==> config.mk <==
export PLATFORM = sky130hd
export DESIGN_NAME = tlic_top
export DESIGN_NICKNAME = d
export VERILOG_FILES = /design/src/core/tlic_pkg.sv /design/src/core/tlic_top.sv /design/src/core/tlic_edge_det.sv
export SDC_FILE = /design/constraint.sdc
export NUM_CORES = 1
export LEC_CHECK = 0
export BUFFER_PORTS_ARGS = -buffer_cell sky130_fd_sc_hd__buf_4
export CAP_MARGIN = 30
export CORE_MARGIN = 3
export CORE_UTILIZATION = 49
export CTS_CLUSTER_DIAMETER = 150
export DETAILED_ROUTE_END_ITERATION = 6
export HOLD_SLACK_MARGIN = 0.15
export PLACE_DENSITY = 0.86
export SETUP_SLACK_MARGIN = 0.2
export SLEW_MARGIN = 5
export SYNTH_ARGS = -nofsm -noshare
export SYNTH_HDL_FRONTEND = slang
export SYNTH_HIERARCHICAL = 1
export SYNTH_SLANG_ARGS = --single-unit
==> constraint.sdc <==
create_clock -name clk -period 2.5 [get_ports clk]
set_clock_uncertainty 0.15 [all_clocks]
set_input_delay 0.5 -clock clk [delete_from_list [all_inputs] [get_ports clk]]
set_output_delay 0.5 -clock clk [all_outputs]
set_load 0.01 [all_outputs]
==> src/core/tlic_pkg.sv <==
// Shared constants of the two-level interrupt collector.
// Assumes an 8-bit register port and one system clock.
package tlic_pkg;

    // Data path and address widths
    localparam int DW = 8;
    localparam int AW = 8;
    localparam int SLV_AW = 7;

    // Source group widths
    localparam int NMI_W = 2;
    localparam int DDC_W = 6;
    localparam int MISC_W = 4;
    localparam int GRP_W = 3;
    localparam int DDC_CH = 2;

    // Register byte offsets
    localparam logic [AW-1:0] ADDR_NMI_PEND = 8'h16;
    localparam logic [AW-1:0] ADDR_GRP_PEND = 8'h17;
    localparam logic [AW-1:0] ADDR_NMI_EN = 8'h18;
    localparam logic [AW-1:0] ADDR_DDC0_EN = 8'h19;
    localparam logic [AW-1:0] ADDR_DDC1_EN = 8'h1a;
    localparam logic [AW-1:0] ADDR_MISC_EN = 8'h1b;
    localparam logic [AW-1:0] ADDR_DDC0_REQ = 8'h1c;
    localparam logic [AW-1:0] ADDR_DDC1_REQ = 8'h1d;
    localparam logic [AW-1:0] ADDR_MISC_REQ = 8'h1e;
    localparam logic [AW-1:0] ADDR_EDGE_SEL = 8'h1f;

    // Non-maskable group bit positions
    localparam int NMI_MUTE = 0;
    localparam int NMI_EXT0 = 1;

    // DDC channel group bit positions
    localparam int DDC_STOP = 0;
    localparam int DDC_NAK = 1;
    localparam int DDC_RX = 2;
    localparam int DDC_TX = 3;
    localparam int DDC_ADDR = 4;
    localparam int DDC_SCL = 5;

    // Miscellaneous group bit positions
    localparam int MISC_TICK = 0;
    localparam int MISC_EXT1 = 1;
    localparam int MISC_VSYNC = 2;
    localparam int MISC_CONV = 3;

    // Edge-select bit positions, a one selects the rising edge
    localparam int EDGE_EXT0 = 0;
    localparam int EDGE_EXT1 = 1;
    localparam int EDGE_VSYNC = 2;

    // Reset values
    localparam logic [DW-1:0] EDGE_SEL_RST = 8'hff;
    localparam logic [DW-1:0] RD_IDLE = 8'h00;

    // Processor vector addresses
    localparam logic [15:0] VEC_NMI = 16'hfffa;
    localparam logic [15:0] VEC_IRQ = 16'hfffe;

endpackage

==> src/core/tlic_top.sv <==
// Two-level interrupt collector: flags, enables, summaries, request lines.
// Register port is a plain strobe bus with a fixed one-cycle read latency.
// Assumes event strobes from the DDC engines, converter, timer and mute
// logic are one-cycle pulses on clk; ext0, ext1 and vsync are raw pins.
`timescale 1ns/1ps
// Behaviour
// - DDC1 scl-low or start flags, enters DDC2
// - DDC2 own address called sets address flag
// - DDC2 transmit, holding empty sets flag
// - DDC2 receive, new byte sets flag
// - Transmit byte without acknowledge sets flag
// - Slave mode stop condition sets flag
// - All enables cleared after reset
// - Enables written per bit, read back
// - Enabled ext0 edge raises non-maskable request
// - Flags set regardless of enable state
// - Vsync pulse sets vsync flag, third group
// - Group summary set when member flagged
// - Group summary clears when members clear
// - Non-maskable pair follows same procedure
// - Flags stay until cleared, reinterrupt
// - Write one clears flag, zero keeps
// - Edge sources, select resets to all ones
// - Cleared select bit means falling edge
// - Third group: conversion, vsync, ext1, tick
// - Non-maskable request uses its own vector
module tlic_top
    import tlic_pkg::*;
(
    // Clock, reset and clock enable
    input wire logic clk,
    input wire logic sys_rst,
    input wire logic clkEn,
    // Register port
    input wire logic [AW-1:0] busAddr,
    input wire logic [DW-1:0] busWrData,
    input wire logic busWrStb,
    input wire logic busRdStb,
    output logic [DW-1:0] busRdData,
    // External pins
    input wire logic ext0Pin,
    input wire logic ext1Pin,
    input wire logic vsyncPin,
    // Same-clock event strobes
    input wire logic autoMuteEv,
    input wire logic convDoneEv,
    input wire logic baseTickEv,
    // DDC engine events, one bit per channel; called and own addresses SLV_AW bits per channel
    input wire logic [DDC_CH-1:0] ddcSclLow,
    input wire logic [DDC_CH-1:0] ddcStart,
    input wire logic [DDC_CH-1:0] ddcAddrStb,
    input wire logic [DDC_CH-1:0][SLV_AW-1:0] ddcCalledAddr,
    input wire logic [DDC_CH-1:0][SLV_AW-1:0] ddcOwnAddr,
    input wire logic [DDC_CH-1:0] ddcTxMode,
    input wire logic [DDC_CH-1:0] ddcTxEmpty,
    input wire logic [DDC_CH-1:0] ddcRxWrite,
    input wire logic [DDC_CH-1:0] ddcNak,
    input wire logic [DDC_CH-1:0] ddcStop,
    input wire logic [DDC_CH-1:0] ddcModeRst,
    // Mode back to the DDC engines
    output logic [DDC_CH-1:0] ddc2Mode,
    // Processor request lines
    output logic irqReq,
    output logic nmiReq,
    output logic [15:0] vectorAddr
);

    // Whole block state: one struct, one register
    typedef struct packed {
        logic [NMI_W-1:0] nmiFlag;
        logic [DDC_W-1:0] ddc0Flag;
        logic [DDC_W-1:0] ddc1Flag;
        logic [MISC_W-1:0] miscFlag;
        logic [NMI_W-1:0] nmiEn;
        logic [DDC_W-1:0] ddc0En;
        logic [DDC_W-1:0] ddc1En;
        logic [MISC_W-1:0] miscEn;
        logic [DW-1:0] edgeSel;
        logic [DDC_CH-1:0] ddc2;
        logic irq;
        logic nmi;
        logic [15:0] vec;
        logic [DW-1:0] rdData;
    } tlic_state_t;

    // Reset image of the whole state
    localparam tlic_state_t STATE_RST = '{
        nmiFlag: '0,
        ddc0Flag: '0,
        ddc1Flag: '0,
        miscFlag: '0,
        nmiEn: '0,
        ddc0En: '0,
        ddc1En: '0,
        miscEn: '0,
        edgeSel: EDGE_SEL_RST,
        ddc2: '0,
        irq: 1'b0,
        nmi: 1'b0,
        vec: VEC_IRQ,
        rdData: RD_IDLE
    };

    // Registered state and its next value
    tlic_state_t s_q;
    tlic_state_t s_d;

    // One-cycle edge pulses from the pin detectors
    logic ext0Edge;
    logic ext1Edge;
    logic vsyncEdge;

    // Set wins over a same-cycle write-one clear, so no event is lost
    // Callers widen narrow groups to DW and slice the result back
    function automatic logic [DW-1:0] flagNext(
        input logic [DW-1:0] old,
        input logic [DW-1:0] set,
        input logic [DW-1:0] clr
    );
        flagNext = (old & ~clr) | set;
    endfunction

    // True when some flag of a group is set together with its enable
    function automatic logic anyPending(
        input logic [DW-1:0] flags,
        input logic [DW-1:0] en
    );
        anyPending = |(flags & en);
    endfunction

    // Events of one DDC channel, gated by its mode
    // Nak needs transmit mode only; the engine raises it after a sent byte
    function automatic logic [DDC_W-1:0] ddcSet(
        input logic inDdc2,
        input logic txMode,
        input logic sclLow,
        input logic start,
        input logic addrStb,
        input logic [SLV_AW-1:0] called,
        input logic [SLV_AW-1:0] own,
        input logic txEmpty,
        input logic rxWrite,
        input logic nak,
        input logic stop
    );
        logic [DDC_W-1:0] v;
        v = '0;
        v[DDC_SCL] = ~inDdc2 & (sclLow | start);
        v[DDC_ADDR] = inDdc2 & addrStb & (called == own);
        v[DDC_TX] = inDdc2 & txMode & txEmpty;
        v[DDC_RX] = inDdc2 & ~txMode & rxWrite;
        v[DDC_NAK] = txMode & nak;
        v[DDC_STOP] = inDdc2 & stop;
        ddcSet = v;
    endfunction

    // Edge detectors for the three pin sources
    // Each adds three cycles from pin to pulse; select bits are read live,
    // and changing one while the pin is steady gives no pulse
    tlic_edge_det u_ext0 (
        .clk(clk),
        .sys_rst(sys_rst),
        .clkEn(clkEn),
        .pinIn(ext0Pin),
        .riseSel(s_q.edgeSel[EDGE_EXT0]),
        .edgePulse(ext0Edge)
    );

    tlic_edge_det u_ext1 (
        .clk(clk),
        .sys_rst(sys_rst),
        .clkEn(clkEn),
        .pinIn(ext1Pin),
        .riseSel(s_q.edgeSel[EDGE_EXT1]),
        .edgePulse(ext1Edge)
    );

    tlic_edge_det u_vsync (
        .clk(clk),
        .sys_rst(sys_rst),
        .clkEn(clkEn),
        .pinIn(vsyncPin),
        .riseSel(s_q.edgeSel[EDGE_VSYNC]),
        .edgePulse(vsyncEdge)
    );

    // Next-state logic
    always_comb begin
        logic [DW-1:0] clrNmi;
        logic [DW-1:0] clrDdc0;
        logic [DW-1:0] clrDdc1;
        logic [DW-1:0] clrMisc;
        logic [DW-1:0] setNmi;
        logic [DW-1:0] setDdc0;
        logic [DW-1:0] setDdc1;
        logic [DW-1:0] setMisc;
        logic [DW-1:0] tmp;
        logic [GRP_W-1:0] grp;
        logic anyIrq;
        logic anyNmi;

        s_d = s_q;
        clrNmi = '0;
        clrDdc0 = '0;
        clrDdc1 = '0;
        clrMisc = '0;
        setNmi = '0;
        setMisc = '0;
        tmp = '0;
        setDdc0 = '0;
        setDdc1 = '0;
        grp = '0;
        anyIrq = 1'b0;
        anyNmi = 1'b0;

        // Flags are set by the trigger alone, enables play no part
        // DDC events outside their mode are dropped, not deferred
        setDdc0 = DW'(ddcSet(s_q.ddc2[0], ddcTxMode[0], ddcSclLow[0],
            ddcStart[0], ddcAddrStb[0], ddcCalledAddr[0], ddcOwnAddr[0],
            ddcTxEmpty[0], ddcRxWrite[0], ddcNak[0], ddcStop[0]));
        setDdc1 = DW'(ddcSet(s_q.ddc2[1], ddcTxMode[1], ddcSclLow[1],
            ddcStart[1], ddcAddrStb[1], ddcCalledAddr[1], ddcOwnAddr[1],
            ddcTxEmpty[1], ddcRxWrite[1], ddcNak[1], ddcStop[1]));
        setNmi[NMI_EXT0] = ext0Edge;
        setNmi[NMI_MUTE] = autoMuteEv;
        setMisc[MISC_CONV] = convDoneEv;
        setMisc[MISC_VSYNC] = vsyncEdge;
        setMisc[MISC_EXT1] = ext1Edge;
        setMisc[MISC_TICK] = baseTickEv;

        // Mode switch; a wake event beats a same-cycle return to DDC1
        // The engine owns the bus; this bit only tells it which protocol to expect
        for (int c = 0; c < DDC_CH; c++) begin
            if (~s_q.ddc2[c] & (ddcSclLow[c] | ddcStart[c])) begin
                s_d.ddc2[c] = 1'b1;
            end else if (ddcModeRst[c]) begin
                s_d.ddc2[c] = 1'b0;
            end
        end

        // Register writes: flags clear on one, enables and select store
        // The summary offset is read-only, so a write there matches no branch
        if (busWrStb) begin
            if (busAddr == ADDR_NMI_PEND) begin
                clrNmi = busWrData;
            end else if (busAddr == ADDR_NMI_EN) begin
                s_d.nmiEn = busWrData[NMI_W-1:0];
            end else if (busAddr == ADDR_DDC0_EN) begin
                s_d.ddc0En = busWrData[DDC_W-1:0];
            end else if (busAddr == ADDR_DDC1_EN) begin
                s_d.ddc1En = busWrData[DDC_W-1:0];
            end else if (busAddr == ADDR_MISC_EN) begin
                s_d.miscEn = busWrData[MISC_W-1:0];
            end else if (busAddr == ADDR_DDC0_REQ) begin
                clrDdc0 = busWrData;
            end else if (busAddr == ADDR_DDC1_REQ) begin
                clrDdc1 = busWrData;
            end else if (busAddr == ADDR_MISC_REQ) begin
                clrMisc = busWrData;
            end else if (busAddr == ADDR_EDGE_SEL) begin
                s_d.edgeSel = busWrData;
            end
        end

        // Flag update, hold until a write-one clear
        // Write-ones to reserved bits are dropped by the slice back
        tmp = flagNext(DW'(s_q.nmiFlag), setNmi, clrNmi);
        s_d.nmiFlag = tmp[NMI_W-1:0];
        tmp = flagNext(DW'(s_q.ddc0Flag), setDdc0, clrDdc0);
        s_d.ddc0Flag = tmp[DDC_W-1:0];
        tmp = flagNext(DW'(s_q.ddc1Flag), setDdc1, clrDdc1);
        s_d.ddc1Flag = tmp[DDC_W-1:0];
        tmp = flagNext(DW'(s_q.miscFlag), setMisc, clrMisc);
        s_d.miscFlag = tmp[MISC_W-1:0];

        // Summary bits derive from flags, so they can never go stale
        // Taken from registered flags, so one read sees flags and summary alike
        grp = {|s_q.miscFlag, |s_q.ddc1Flag, |s_q.ddc0Flag};

        // Read data stands only in the cycle after the read strobe
        // Unmapped addresses read as the idle value
        s_d.rdData = RD_IDLE;
        if (busRdStb) begin
            if (busAddr == ADDR_NMI_PEND) begin
                s_d.rdData = DW'(s_q.nmiFlag);
            end else if (busAddr == ADDR_GRP_PEND) begin
                s_d.rdData = DW'(grp);
            end else if (busAddr == ADDR_NMI_EN) begin
                s_d.rdData = DW'(s_q.nmiEn);
            end else if (busAddr == ADDR_DDC0_EN) begin
                s_d.rdData = DW'(s_q.ddc0En);
            end else if (busAddr == ADDR_DDC1_EN) begin
                s_d.rdData = DW'(s_q.ddc1En);
            end else if (busAddr == ADDR_MISC_EN) begin
                s_d.rdData = DW'(s_q.miscEn);
            end else if (busAddr == ADDR_DDC0_REQ) begin
                s_d.rdData = DW'(s_q.ddc0Flag);
            end else if (busAddr == ADDR_DDC1_REQ) begin
                s_d.rdData = DW'(s_q.ddc1Flag);
            end else if (busAddr == ADDR_MISC_REQ) begin
                s_d.rdData = DW'(s_q.miscFlag);
            end else if (busAddr == ADDR_EDGE_SEL) begin
                s_d.rdData = s_q.edgeSel;
            end
        end

        // Request lines from the updated flags and enables
        // Next-state values let a line drop on the edge of the clearing write
        anyIrq = anyPending(DW'(s_d.ddc0Flag), DW'(s_d.ddc0En))
            | anyPending(DW'(s_d.ddc1Flag), DW'(s_d.ddc1En))
            | anyPending(DW'(s_d.miscFlag), DW'(s_d.miscEn));
        anyNmi = anyPending(DW'(s_d.nmiFlag), DW'(s_d.nmiEn));
        s_d.irq = anyIrq;
        s_d.nmi = anyNmi;

        // Vector hint: non-maskable takes precedence in the core
        // The hint cannot steer the core; it only mirrors which line is up
        if (anyNmi) begin
            s_d.vec = VEC_NMI;
        end else begin
            s_d.vec = VEC_IRQ;
        end
    end

    // State register; reset clears every enable
    // Reset acts even while the clock enable is low
    always_ff @(posedge clk) begin
        if (sys_rst) begin
            s_q <= STATE_RST;
        end else if (clkEn) begin
            s_q <= s_d;
        end
    end

    // All outputs straight from state flip-flops
    // No combinational path runs from any input to any output
    assign busRdData = s_q.rdData;
    assign ddc2Mode = s_q.ddc2;
    assign irqReq = s_q.irq;
    assign nmiReq = s_q.nmi;
    assign vectorAddr = s_q.vec;

endmodule

==> src/core/tlic_edge_det.sv <==
// Pin synchroniser and selectable edge detector.
// Assumes an asynchronous pin and a synchronous active-high reset.
`timescale 1ns/1ps
module tlic_edge_det
    import tlic_pkg::*;
(
    // Clock and control
    input wire logic clk,
    input wire logic sys_rst,
    input wire logic clkEn,
    // Pin and edge choice
    input wire logic pinIn,
    input wire logic riseSel,
    // One-cycle edge pulse
    output logic edgePulse
);

    typedef struct packed {
        logic sync1;
        logic sync2;
        logic [1:0] warm;
        logic prev;
        logic primed;
        logic pulse;
    } tlic_edge_st_t;

    localparam tlic_edge_st_t EDGE_RST = '{default: '0};

    tlic_edge_st_t s_q;
    tlic_edge_st_t s_d;

    // Next state: the first stage feeds only the second
    always_comb begin
        s_d = s_q;
        s_d.sync1 = pinIn;
        s_d.sync2 = s_q.sync1;
        s_d.prev = s_q.sync2;
        // Compare only once prev holds a real pin sample, so a pin idling
        // high after reset gives no fake rising edge
        s_d.warm = {s_q.warm[0], 1'b1};
        s_d.primed = s_q.warm[1];
        if (riseSel) begin
            s_d.pulse = s_q.primed & s_q.sync2 & ~s_q.prev;
        end else begin
            s_d.pulse = s_q.primed & ~s_q.sync2 & s_q.prev;
        end
    end

    // State register, frozen while the clock enable is low
    always_ff @(posedge clk) begin
        if (sys_rst) begin
            s_q <= EDGE_RST;
        end else if (clkEn) begin
            s_q <= s_d;
        end
    end

    assign edgePulse = s_q.pulse;

endmodule

==> results.yml, run 1 <==
power_and_ir_drop:
  clkPwrFrac_pct: 36.9
  ir_drop_uv: 365
  switching_share_pct: 29.3
  p_sw_uw: 810
  leakagePower_nw: 2.16
  pwr-share-seq_pct: 48.0
  power_mw: 2.77
  internal_power_mw: 1.96
  combPwrFrac_pct: 15.1
  p_per_area_mw_per_mm2: 522
finish:
  num-nets-final: 670
  fin_cells: 707
  num_antenna_cells: 0
  final_area_mm2: 0.00530
  synthToLayoutAreaGrowth_pct: 22.5
  drive_above_1_share_pct: 25.4
outcome:
  outcome: "finished, final reports clean"
clock_tree:
  cts_setup_buffers: 0
  cts_tree: "yes"
  cts.path.max_buffers: 2
  cts-root-buf: "clkbuf_8"
  cts_buffers: 9
  htreeDepth: 3
  clk_pin_slew_ns: 0.09
  clock_sinks: 78
  clk_latency_ns: 0.36
yosys:
  yosysTopAreaCellShare_pct: 36.1
  synth.distinct_cells: 52
  ys_seq_area_share_pct: 36.1
  synth_area_leaders: "dfxtp_1, mux2i_1, nor2_1"
  synth_most_common_cell: "dfxtp_1"
  async_flop_share_pct: 0
  netlist_instances: 521
  ys_warn_count: 6
  synth-edff-count: 0
  synthesis.area_per_instance_um2: 8.31
  synth_common_cells: "dfxtp_1, nor2_1, nand2_1"
  synthFlopType: "dfxtp_1"
  synth.largest_area_cell: "dfxtp_1"
  synth_area_mm2: 0.00433
  synth_seq_cells: 78
timing:
  drv_slew: 0
  fin_tns_setup_ns: 0
  tightest_slew_ns: 0.525
  fin_crit_ns: 2.30
  setup_viol: 0
  fmax_mhz: 434
  relSlewSlack_pct: 64.7
  fin_crit_sh_pct: 92.1
  setup_ws_ns: 0.198
  rsz0062_at_grt: "yes"
  report.final.hold_viol_count: 0
global_routing:
  antenna_found_initial: 0
  grt_pass1_vias: 4115
  grt.total_usage_pct: 27.5
  grt_overflow: 0
  grt_max_degree: 35
  grt_first_pass_wirelength_um: 21400
drt:
  route.vias.total: 4185
  dr.first_iter.drc_count: 262
  drt_pass1_iterations: 5
  wire_per_inst_um: 19.2
  post-route-drc-count: 0
  via_per_inst: 5.92
  antenna_left: 0
  drt-total-wl_um: 13600
job:
  maxCapViolCount: 0
floorplanning:
  top_level_ports: 101
  start_util_pct: 51.6
  die_h_um: 100
  die-area_mm2: 0.0100
  core_mm2: 0.00838
  chipWidth_um: 100
  placement_rows: 33
worst_setup_path:
  arrival_ns: 2.39
  ff2ff_path_depth: 6
  reg2reg_to: "irqReq$_SDFFE_PP0P_"
  r2r_slack_ns: 0.66
  crit_path_max_incr_delay_ns: 0.62
  cp_max_fo: 6
  critical_path_class: "input pin to flop"
  crit_chain: "buf_6 > or4b_4 > or3_4 > mux2i_1 > o22ai_1 > nor4_1 > a311oi_1"
  critPathLaunchType: "input pin"
  crit_required_ns: 2.59
  timing.rr.start: "ddc2Mode[1]$_SDFFE_PP0P_"
  crit_family: "simple AND/OR/NAND/NOR gates"
  crit_path_top_delay_cell: "or4b_4"
  critPathCaptureType: "flop"
  path_buf_inv: 1
placement:
  place.gp.congestion: 0.934
  placed_cells: 691
  place_area_mm2: 0.00507
  place_ws_ns: -0.210
  port_buffers: 85
  dp_hpwl_um: 10400
min_path:
  hp-start: "busWrData[6]"
  min_path_type: "input pin to flop"
  hold_end: "s_q[34]$_SDFFE_PP1P_"
  holdPathStages: 3
layout make-up:
type / count / area [µm²]
Sequential cell: 78 / 1560
Clock buffer: 9 / 124
Multi-Input combinational cell: 379 / 2430
Tap cell: 105 / 131
Fill cell: 739 / 3080
Inverter: 12 / 45.0
Timing Repair Buffer: 117 / 923
Clock inverter: 7 / 83.8
registers in the layout (all words and copies together), names as in the netlist:
signal / flops
busRdData: 8
ddc2Mode: 2
irqReq: 1
nmiReq: 1
s_q: 44
u_ext0/edgePulse: 1
u_ext0/s_d: 4
u_ext0/s_q: 2
u_ext1/edgePulse: 1
u_ext1/s_d: 4
u_ext1/s_q: 2
u_vsync/edgePulse: 1
u_vsync/s_d: 4
u_vsync/s_q: 2
vectorAddr: 1
timing repair:
| action | 4_1_cts | 5_1_grt |
|---|---|---|
| endpoints found under the setup margin | 1 | 1 |
| resized for setup | 1 | 4 |
| hold buffers | 0 | 0 |
| pin swaps | 0 | 5 |
cell families after synthesis:
logic type,synth area share [%]
AO/OA/AOI/OAI,16.3
XOR/XNOR,2.83
buffers and inverters,9.80
flip-flops,36.1
multiplexers,13.6
other,0.174
AND/OR/NAND/NOR,21.3
how the worst max path moves through the flow:
stage	start	slack (ns)	end	cells after the start
2_1_floorplan	busAddr[5]	0.007	irqReq$_SDFFE_PP0P_	8
3_3_place_gp	busAddr[5]	-0.16	irqReq$_SDFFE_PP0P_	7
3_5_place_dp	busAddr[5]	-0.21	irqReq$_SDFFE_PP0P_	7
4_1_cts	busAddr[5]	0.22	irqReq$_SDFFE_PP0P_	8
5_1_grt	busAddr[6]	0.14	irqReq$_SDFFE_PP0P_	7
6_report	busAddr[6]	0.20	irqReq$_SDFFE_PP0P_	7
stage by stage:
| stage | util (%) | hold WS (ns) |
|---|---|---|
| finish | 63.2 | 0.215 |
| global route | 63.2 | 0.203 |
| CTS | 63.0 | 0.204 |
| detailed placement | 60.5 | 0.306 |
| global placement | 60.5 | 0.300 |
| floorplan | - | 0.281 |
routing by layer:
| metal | wire (µm) | GRT usage (%) | share of wire, % |
|---|---|---|---|
| met1 | 5770 | 36.9 | 43 |
| met2 | 6480 | 44.8 | 48 |
| met3 | 1060 | 6.05 | 7.8 |
| met4 | 255 | 7.56 | 1.9 |
| met5 | 0 | 0 | 0 |
cells in the final DEF (no fill, tap or decap), drive strengths merged, types with 3 or more instances in the layout:
cell type  instances
o22ai             10
a21oi             35
o31ai              4
mux4               4
nand2b             3
nand2             55
clkbuf             9
nand4             13
and3b              3
nand3             20
a211oi            16
nor2              59
o21ai             12
a31oi              6
nor4              10
conb              15
buf              117
a22oi             12
dfxtp             78
xor2              14
inv               16
mux2i             44
nor3               7
nand3b             3
or3b               3
a32oi              6
mux2               5
tightest hold or removal path: cells and delay by family:
family / cells / cell delay, ns
buffers and inverters: 1 / 0.08
and+or+nand+nor: 1 / 0.06
muxes: 1 / 0.06
power by group through the flow:
stage	clock network, mW	registers (mW)	logic (mW)
floorplan	0	1.34	0.248
global placement	0	1.35	0.399
detailed placement	0	1.36	0.408
CTS	1.03	1.33	0.410
global route	1.08	1.33	0.456
finish	1.02	1.33	0.418
Power figures use the tool's default switching activity.
==> inputs of run 2 (changes only) <==
--- a/config.mk
+++ b/config.mk
@@ -12,7 +12,7 @@
 export CTS_CLUSTER_DIAMETER = 150
 export DETAILED_ROUTE_END_ITERATION = 6
 export HOLD_SLACK_MARGIN = 0.15
-export PLACE_DENSITY = 0.86
+export PLACE_DENSITY_LB_ADDON = 0.2
 export SETUP_SLACK_MARGIN = 0.2
 export SLEW_MARGIN = 5
 export SYNTH_ARGS = -nofsm -noshare
==> run 2 against run 1 <==
Compared with the run above:
- global-route usage down 1.3 points
- design area about the same
- largest power group unchanged
- first-iteration DRC count up 41%
- combinational power up 1%
- highest routed layer unchanged
- die area unchanged
- non-clock buffer count unchanged
==> results.yml, run 2 (same netlist as run 1, synthesis figures left out) <==
worst_setup_path:
  cpMostUsedCell: "buf_4"
  critPathLaunchType: "input pin"
  crit_chain: "buf_4 > buf_4 > nor4b_4 > buf_4 > nand4_1 > a22oi_1 > o22ai_1 > nor4_1 > a311oi_1"
  arrival_ns: 2.39
  crit_path_max_incr_delay_ns: 0.35
  critPathCaptureType: "flop"
  critical_path_class: "input pin to flop"
  crit_path_top_delay_cell: "nor4b_4"
  path_buf_inv: 3
  cp_max_fo: 7
  crit_family: "simple AND/OR/NAND/NOR gates"
  crit_required_ns: 2.57
outcome:
  outcome: "finished, final reports clean"
floorplanning:
  placement_rows: 33
  core_mm2: 0.00838
  die-area_mm2: 0.0100
  start_util_pct: 51.6
  die_h_um: 100
  chipWidth_um: 100
  top_level_ports: 101
finish:
  drive_above_1_share_pct: 25.1
  largest_register_ff_count: 44
  num-nets-final: 670
  fin_cells: 707
  num_antenna_cells: 0
  synthToLayoutAreaGrowth_pct: 22.4
  regMostFlops: "s_q"
  final_cell_mix: "buf_4, dfxtp_1, nor2_1"
  fill_cells: 728
  final_common_cell: "buf_4"
global_routing:
  grt_first_pass_wirelength_um: 20700
  grt_pass1_vias: 3963
  grt.total_usage_pct: 26.2
  antenna_found_initial: 0
  grt_overflow: 0
  grt_max_degree: 82
power_and_ir_drop:
  ir_drop_uv: 354
  p_per_area_mw_per_mm2: 515
  leakagePower_nw: 2.16
  power_mw: 2.73
placement:
  port_buffers: 85
  placed_cells: 690
  dp_hpwl_um: 9610
  place.gp.congestion: 0.969
  place_ws_ns: -0.192
clock_tree:
  clk_pin_slew_ns: 0.09
  clk_latency_ns: 0.36
  cts_hold_buffers: 0
  cts_tree: "yes"
  clock_sinks: 78
  cts-root-buf: "clkbuf_8"
  cts_setup_buffers: 0
  cts.path.max_buffers: 2
  cts_buffers: 9
  htreeDepth: 3
timing:
  fmax_mhz: 433
  fin_crit_ns: 2.31
  tightest_slew_ns: 0.592
  fin_crit_sh_pct: 92.4
  rsz0062_at_grt: "yes"
  setup_viol: 0
  setup_ws_ns: 0.190
  drv_slew: 0
  relSlewSlack_pct: 60.2
  hold_slack_ns: 0.203
  report.final.hold_viol_count: 0
  fin_tns_setup_ns: 0
drt:
  post-route-drc-count: 0
  antenna_left: 0
  drt-total-wl_um: 13300
  drt_pass1_iterations: 6
  wire_per_inst_um: 18.7
  route.vias.total: 4181
  via_per_inst: 5.91
  dr.first_iter.drc_count: 369
min_path:
  min_path_type: "input pin to flop"
job:
  maxCapViolCount: 0
[run 2: worst min-delay path: cells and delay by family]
kind / cells / cell delay, ns
buffers and inverters: 1 / 0.08
and+or+nand+nor: 1 / 0.06
muxes: 1 / 0.05
[run 2: metal layers]
metal | part of all wire (%) | up-vias | track usage, %
met5 | 0 | - | 0
met4 | 3.0 | 0 | 9.33
met3 | 8.8 | 31 | 5.56
met2 | 47 | 185 | 42.5
met1 | 41 | 1979 | 34.7
li1 | - | 1986 | -
[run 2: area by class of cell]
class                   count  area [µm²]  share of cell area [%]
clock buffers              11         141                    2.67
repair buffers            117         932                    17.6
clock inverters             5        56.3                    1.06
inverters                  12        45.0                   0.850
flip-flops and latches     78        1560                    29.5
multi-input cells         379        2430                    45.9
well taps                 105         131                    2.48
[run 2: through the flow]
stage	instance area, µm²	utilization, %
after global placement	5070	60.5
after global routing	5300	63.2
after detailed placement	5070	60.5
final	5300	63.2
after CTS	5280	62.9
after floorplan	4410	-
[run 2: path summary, 6_finish.rpt]
check	startpoint	end	slack, ns	depth (start not counted)
worst min register to register	u_vsync/s_q[1]$_SDFFE_PP0P_	u_vsync/edgePulse$_SDFFE_PP0P_	0.32	2
worst min-delay path	busWrData[6]	s_q[34]$_SDFFE_PP1P_	0.20	3
worst max register to register	ddc2Mode[0]$_SDFFE_PP0P_	irqReq$_SDFFE_PP0P_	0.69	6
worst max-delay path	busAddr[5]	irqReq$_SDFFE_PP0P_	0.19	9
[run 2: report_power, final]
group          total, mW  switching, mW  internal [mW]
sequential          1.33         0.0447           1.28
clock              0.977          0.488          0.490
combinational      0.424          0.227          0.197
[run 2: timing repair]
action / in CTS / in global routing
gates cloned: 0 / 1
resized for setup: 1 / 2
endpoints found under the setup margin: 1 / 3
pin swaps: 0 / 1
==> inputs of run 3 (changes only) <==
--- a/config.mk
+++ b/config.mk
@@ -7,13 +7,14 @@
 export LEC_CHECK = 0
 export BUFFER_PORTS_ARGS = -buffer_cell sky130_fd_sc_hd__buf_4
 export CAP_MARGIN = 30
+export CORE_ASPECT_RATIO = 1.25
 export CORE_MARGIN = 3
 export CORE_UTILIZATION = 49
 export CTS_CLUSTER_DIAMETER = 150
 export DETAILED_ROUTE_END_ITERATION = 6
 export HOLD_SLACK_MARGIN = 0.15
 export PLACE_DENSITY_LB_ADDON = 0.2
-export SETUP_SLACK_MARGIN = 0.2
+export SETUP_SLACK_MARGIN = 0.1
 export SLEW_MARGIN = 5
 export SYNTH_ARGS = -nofsm -noshare
 export SYNTH_HDL_FRONTEND = slang
==> run 3 against run 2 <==
Compared with the run above:
- critical path depth did not move
- via count decreased by 2.0%
- hold slack improved by 0.014 ns
- power grew 6.0%
- core utilization increased by 0.24 points
- critical endpoint is now nmiReq$_SDFFE_PP0P_
- largest cell class unchanged
==> results.yml, run 3 (same netlist as run 1, synthesis figures left out) <==
outcome:
  outcome: "finished, final reports clean"
placement:
  dp_hpwl_um: 9800
  place.gp.congestion: 0.948
  port_buffers: 85
  place_ws_ns: -0.180
floorplanning:
  die_h_um: 111
  die-area_mm2: 0.0100
  top_level_ports: 101
  core_mm2: 0.00843
  chipWidth_um: 90.1
  start_util_pct: 51.4
  placement_rows: 37
power_and_ir_drop:
  ir_drop_uv: 428
  leakagePower_nw: 2.18
  p_per_area_mw_per_mm2: 541
worst_setup_path:
  reg2reg_to: "irqReq$_SDFFE_PP0P_"
  crit_path_max_incr_delay_ns: 0.60
  crit_required_ns: 2.61
  r2r_slack_ns: 0.75
  critPathCaptureType: "flop"
  crit_path_top_delay_cell: "or4b_4"
  ff2ff_path_depth: 6
  arrival_ns: 2.38
  critPathLaunchType: "input pin"
  timing.rr.start: "ddc2Mode[0]$_SDFFE_PP0P_"
  critical_path_class: "input pin to flop"
  crit_chain: "buf_4 > or4b_4 > buf_4 > nor4b_1 > buf_4 > a31oi_1 > o21ai_0 > a31oi_1 > o21a_1"
  cpMostUsedCell: "buf_4"
  cp_max_fo: 4
finish:
  final_common_cell: "buf_4"
  regMostFlops: "s_q"
  num-nets-final: 671
  fill_cells: 776
  synthToLayoutAreaGrowth_pct: 23.5
  drive_above_1_share_pct: 24.9
  num_antenna_cells: 0
  largest_register_ff_count: 44
  register_area_mm2: 0.00156
  multi_input_area_mm2: 0.00242
  final_cell_mix: "buf_4, dfxtp_1, nor2_1"
timing:
  drv_slew: 0
  fmax_mhz: 441
  fin_crit_sh_pct: 90.6
  fin_crit_ns: 2.27
  hold_slack_ns: 0.217
  rsz0062_at_grt: "no"
  setup_ws_ns: 0.235
  setup_viol: 0
  report.final.hold_viol_count: 0
  fin_tns_setup_ns: 0
job:
  maxCapViolCount: 0
global_routing:
  grt_overflow: 0
  antenna_found_initial: 0
  grt.total_usage_pct: 26.1
  grt_max_degree: 55
  grt_pass1_vias: 4075
  grt_first_pass_wirelength_um: 20900
clock_tree:
  cts-root-buf: "clkbuf_8"
  htreeDepth: 3
  cts_setup_buffers: 0
  cts.path.max_buffers: 2
  cts_tree: "yes"
  clk_pin_slew_ns: 0.09
  cts_buffers: 9
  clk_latency_ns: 0.36
  clock_sinks: 78
  cts_hold_buffers: 0
drt:
  via_per_inst: 5.69
  drt_pass1_iterations: 4
  route.vias.total: 4097
  post-route-drc-count: 0
  drt-total-wl_um: 13100
  antenna_left: 0
  dr.first_iter.drc_count: 377
  wire_per_inst_um: 18.1
min_path:
  holdPathStages: 3
  hp-start: "busWrData[6]"
  min_path_type: "input pin to flop"
  hold_end: "s_q[34]$_SDFFE_PP1P_"
[run 3: power by group]
group	total, mW	switching, mW	internal (mW)	leakage, nW
registers	1.33	0.0438	1.28	0.636
clock network	1.15	0.483	0.668	0.118
logic	0.416	0.224	0.192	1.43
[run 3: cell type report]
class | instances | share of cell area [%]
flip-flops and latches | 78 | 29.2
multi-input cells | 379 | 45.2
clock inverters | 5 | 2.01
clock buffers | 11 | 2.46
repair buffers | 118 | 17.5
well taps | 117 | 2.74
inverters | 12 | 0.842
[run 3: how the worst max path moves through the flow]
stage / to / from / cells past startpoint
after floorplan: irqReq$_SDFFE_PP0P_ / busAddr[5] / 8
after global placement: irqReq$_SDFFE_PP0P_ / busAddr[5] / 7
after detailed placement: irqReq$_SDFFE_PP0P_ / busAddr[5] / 7
after CTS: irqReq$_SDFFE_PP0P_ / busAddr[5] / 7
after global routing: nmiReq$_SDFFE_PP0P_ / busAddr[5] / 9
final: nmiReq$_SDFFE_PP0P_ / busAddr[5] / 9
[run 3: per-layer routing]
metal / global-route usage, % / vias to the layer above / routed length [µm]
li1: - / 1985 / -
met3: 6.31 / 37 / 958
met4: 12.6 / 0 / 512
met2: 44.2 / 164 / 6350
met1: 30.7 / 1911 / 5240
met5: 0 / - / 0
[run 3: worst max-delay path, delay by kind of cell]
| family | cells | cell delay, ns |
|---|---|---|
| AND/OR/NAND/NOR | 2 | 0.86 |
| AO/OA/AOI/OAI | 4 | 0.53 |
| buffers and inverters | 3 | 0.48 |
[run 3: stage by stage]
step | instances | util, % | instance area (µm²) | total power, mW
after floorplan | 534 | - | 4410 | 1.58
after CTS | 720 | 63.3 | 5340 | 2.90
after global routing | 720 | 63.5 | 5350 | 2.99
after global placement | 704 | 60.5 | 5100 | 1.76
after detailed placement | 704 | 60.5 | 5100 | 1.76
final | 720 | 63.5 | 5350 | 2.89
[run 3: what timing repair did]
action                                 4_1_cts  5_1_grt
setup endpoints to repair                    0        2
resized for setup                            0        3
endpoints found under the hold margin        0        0
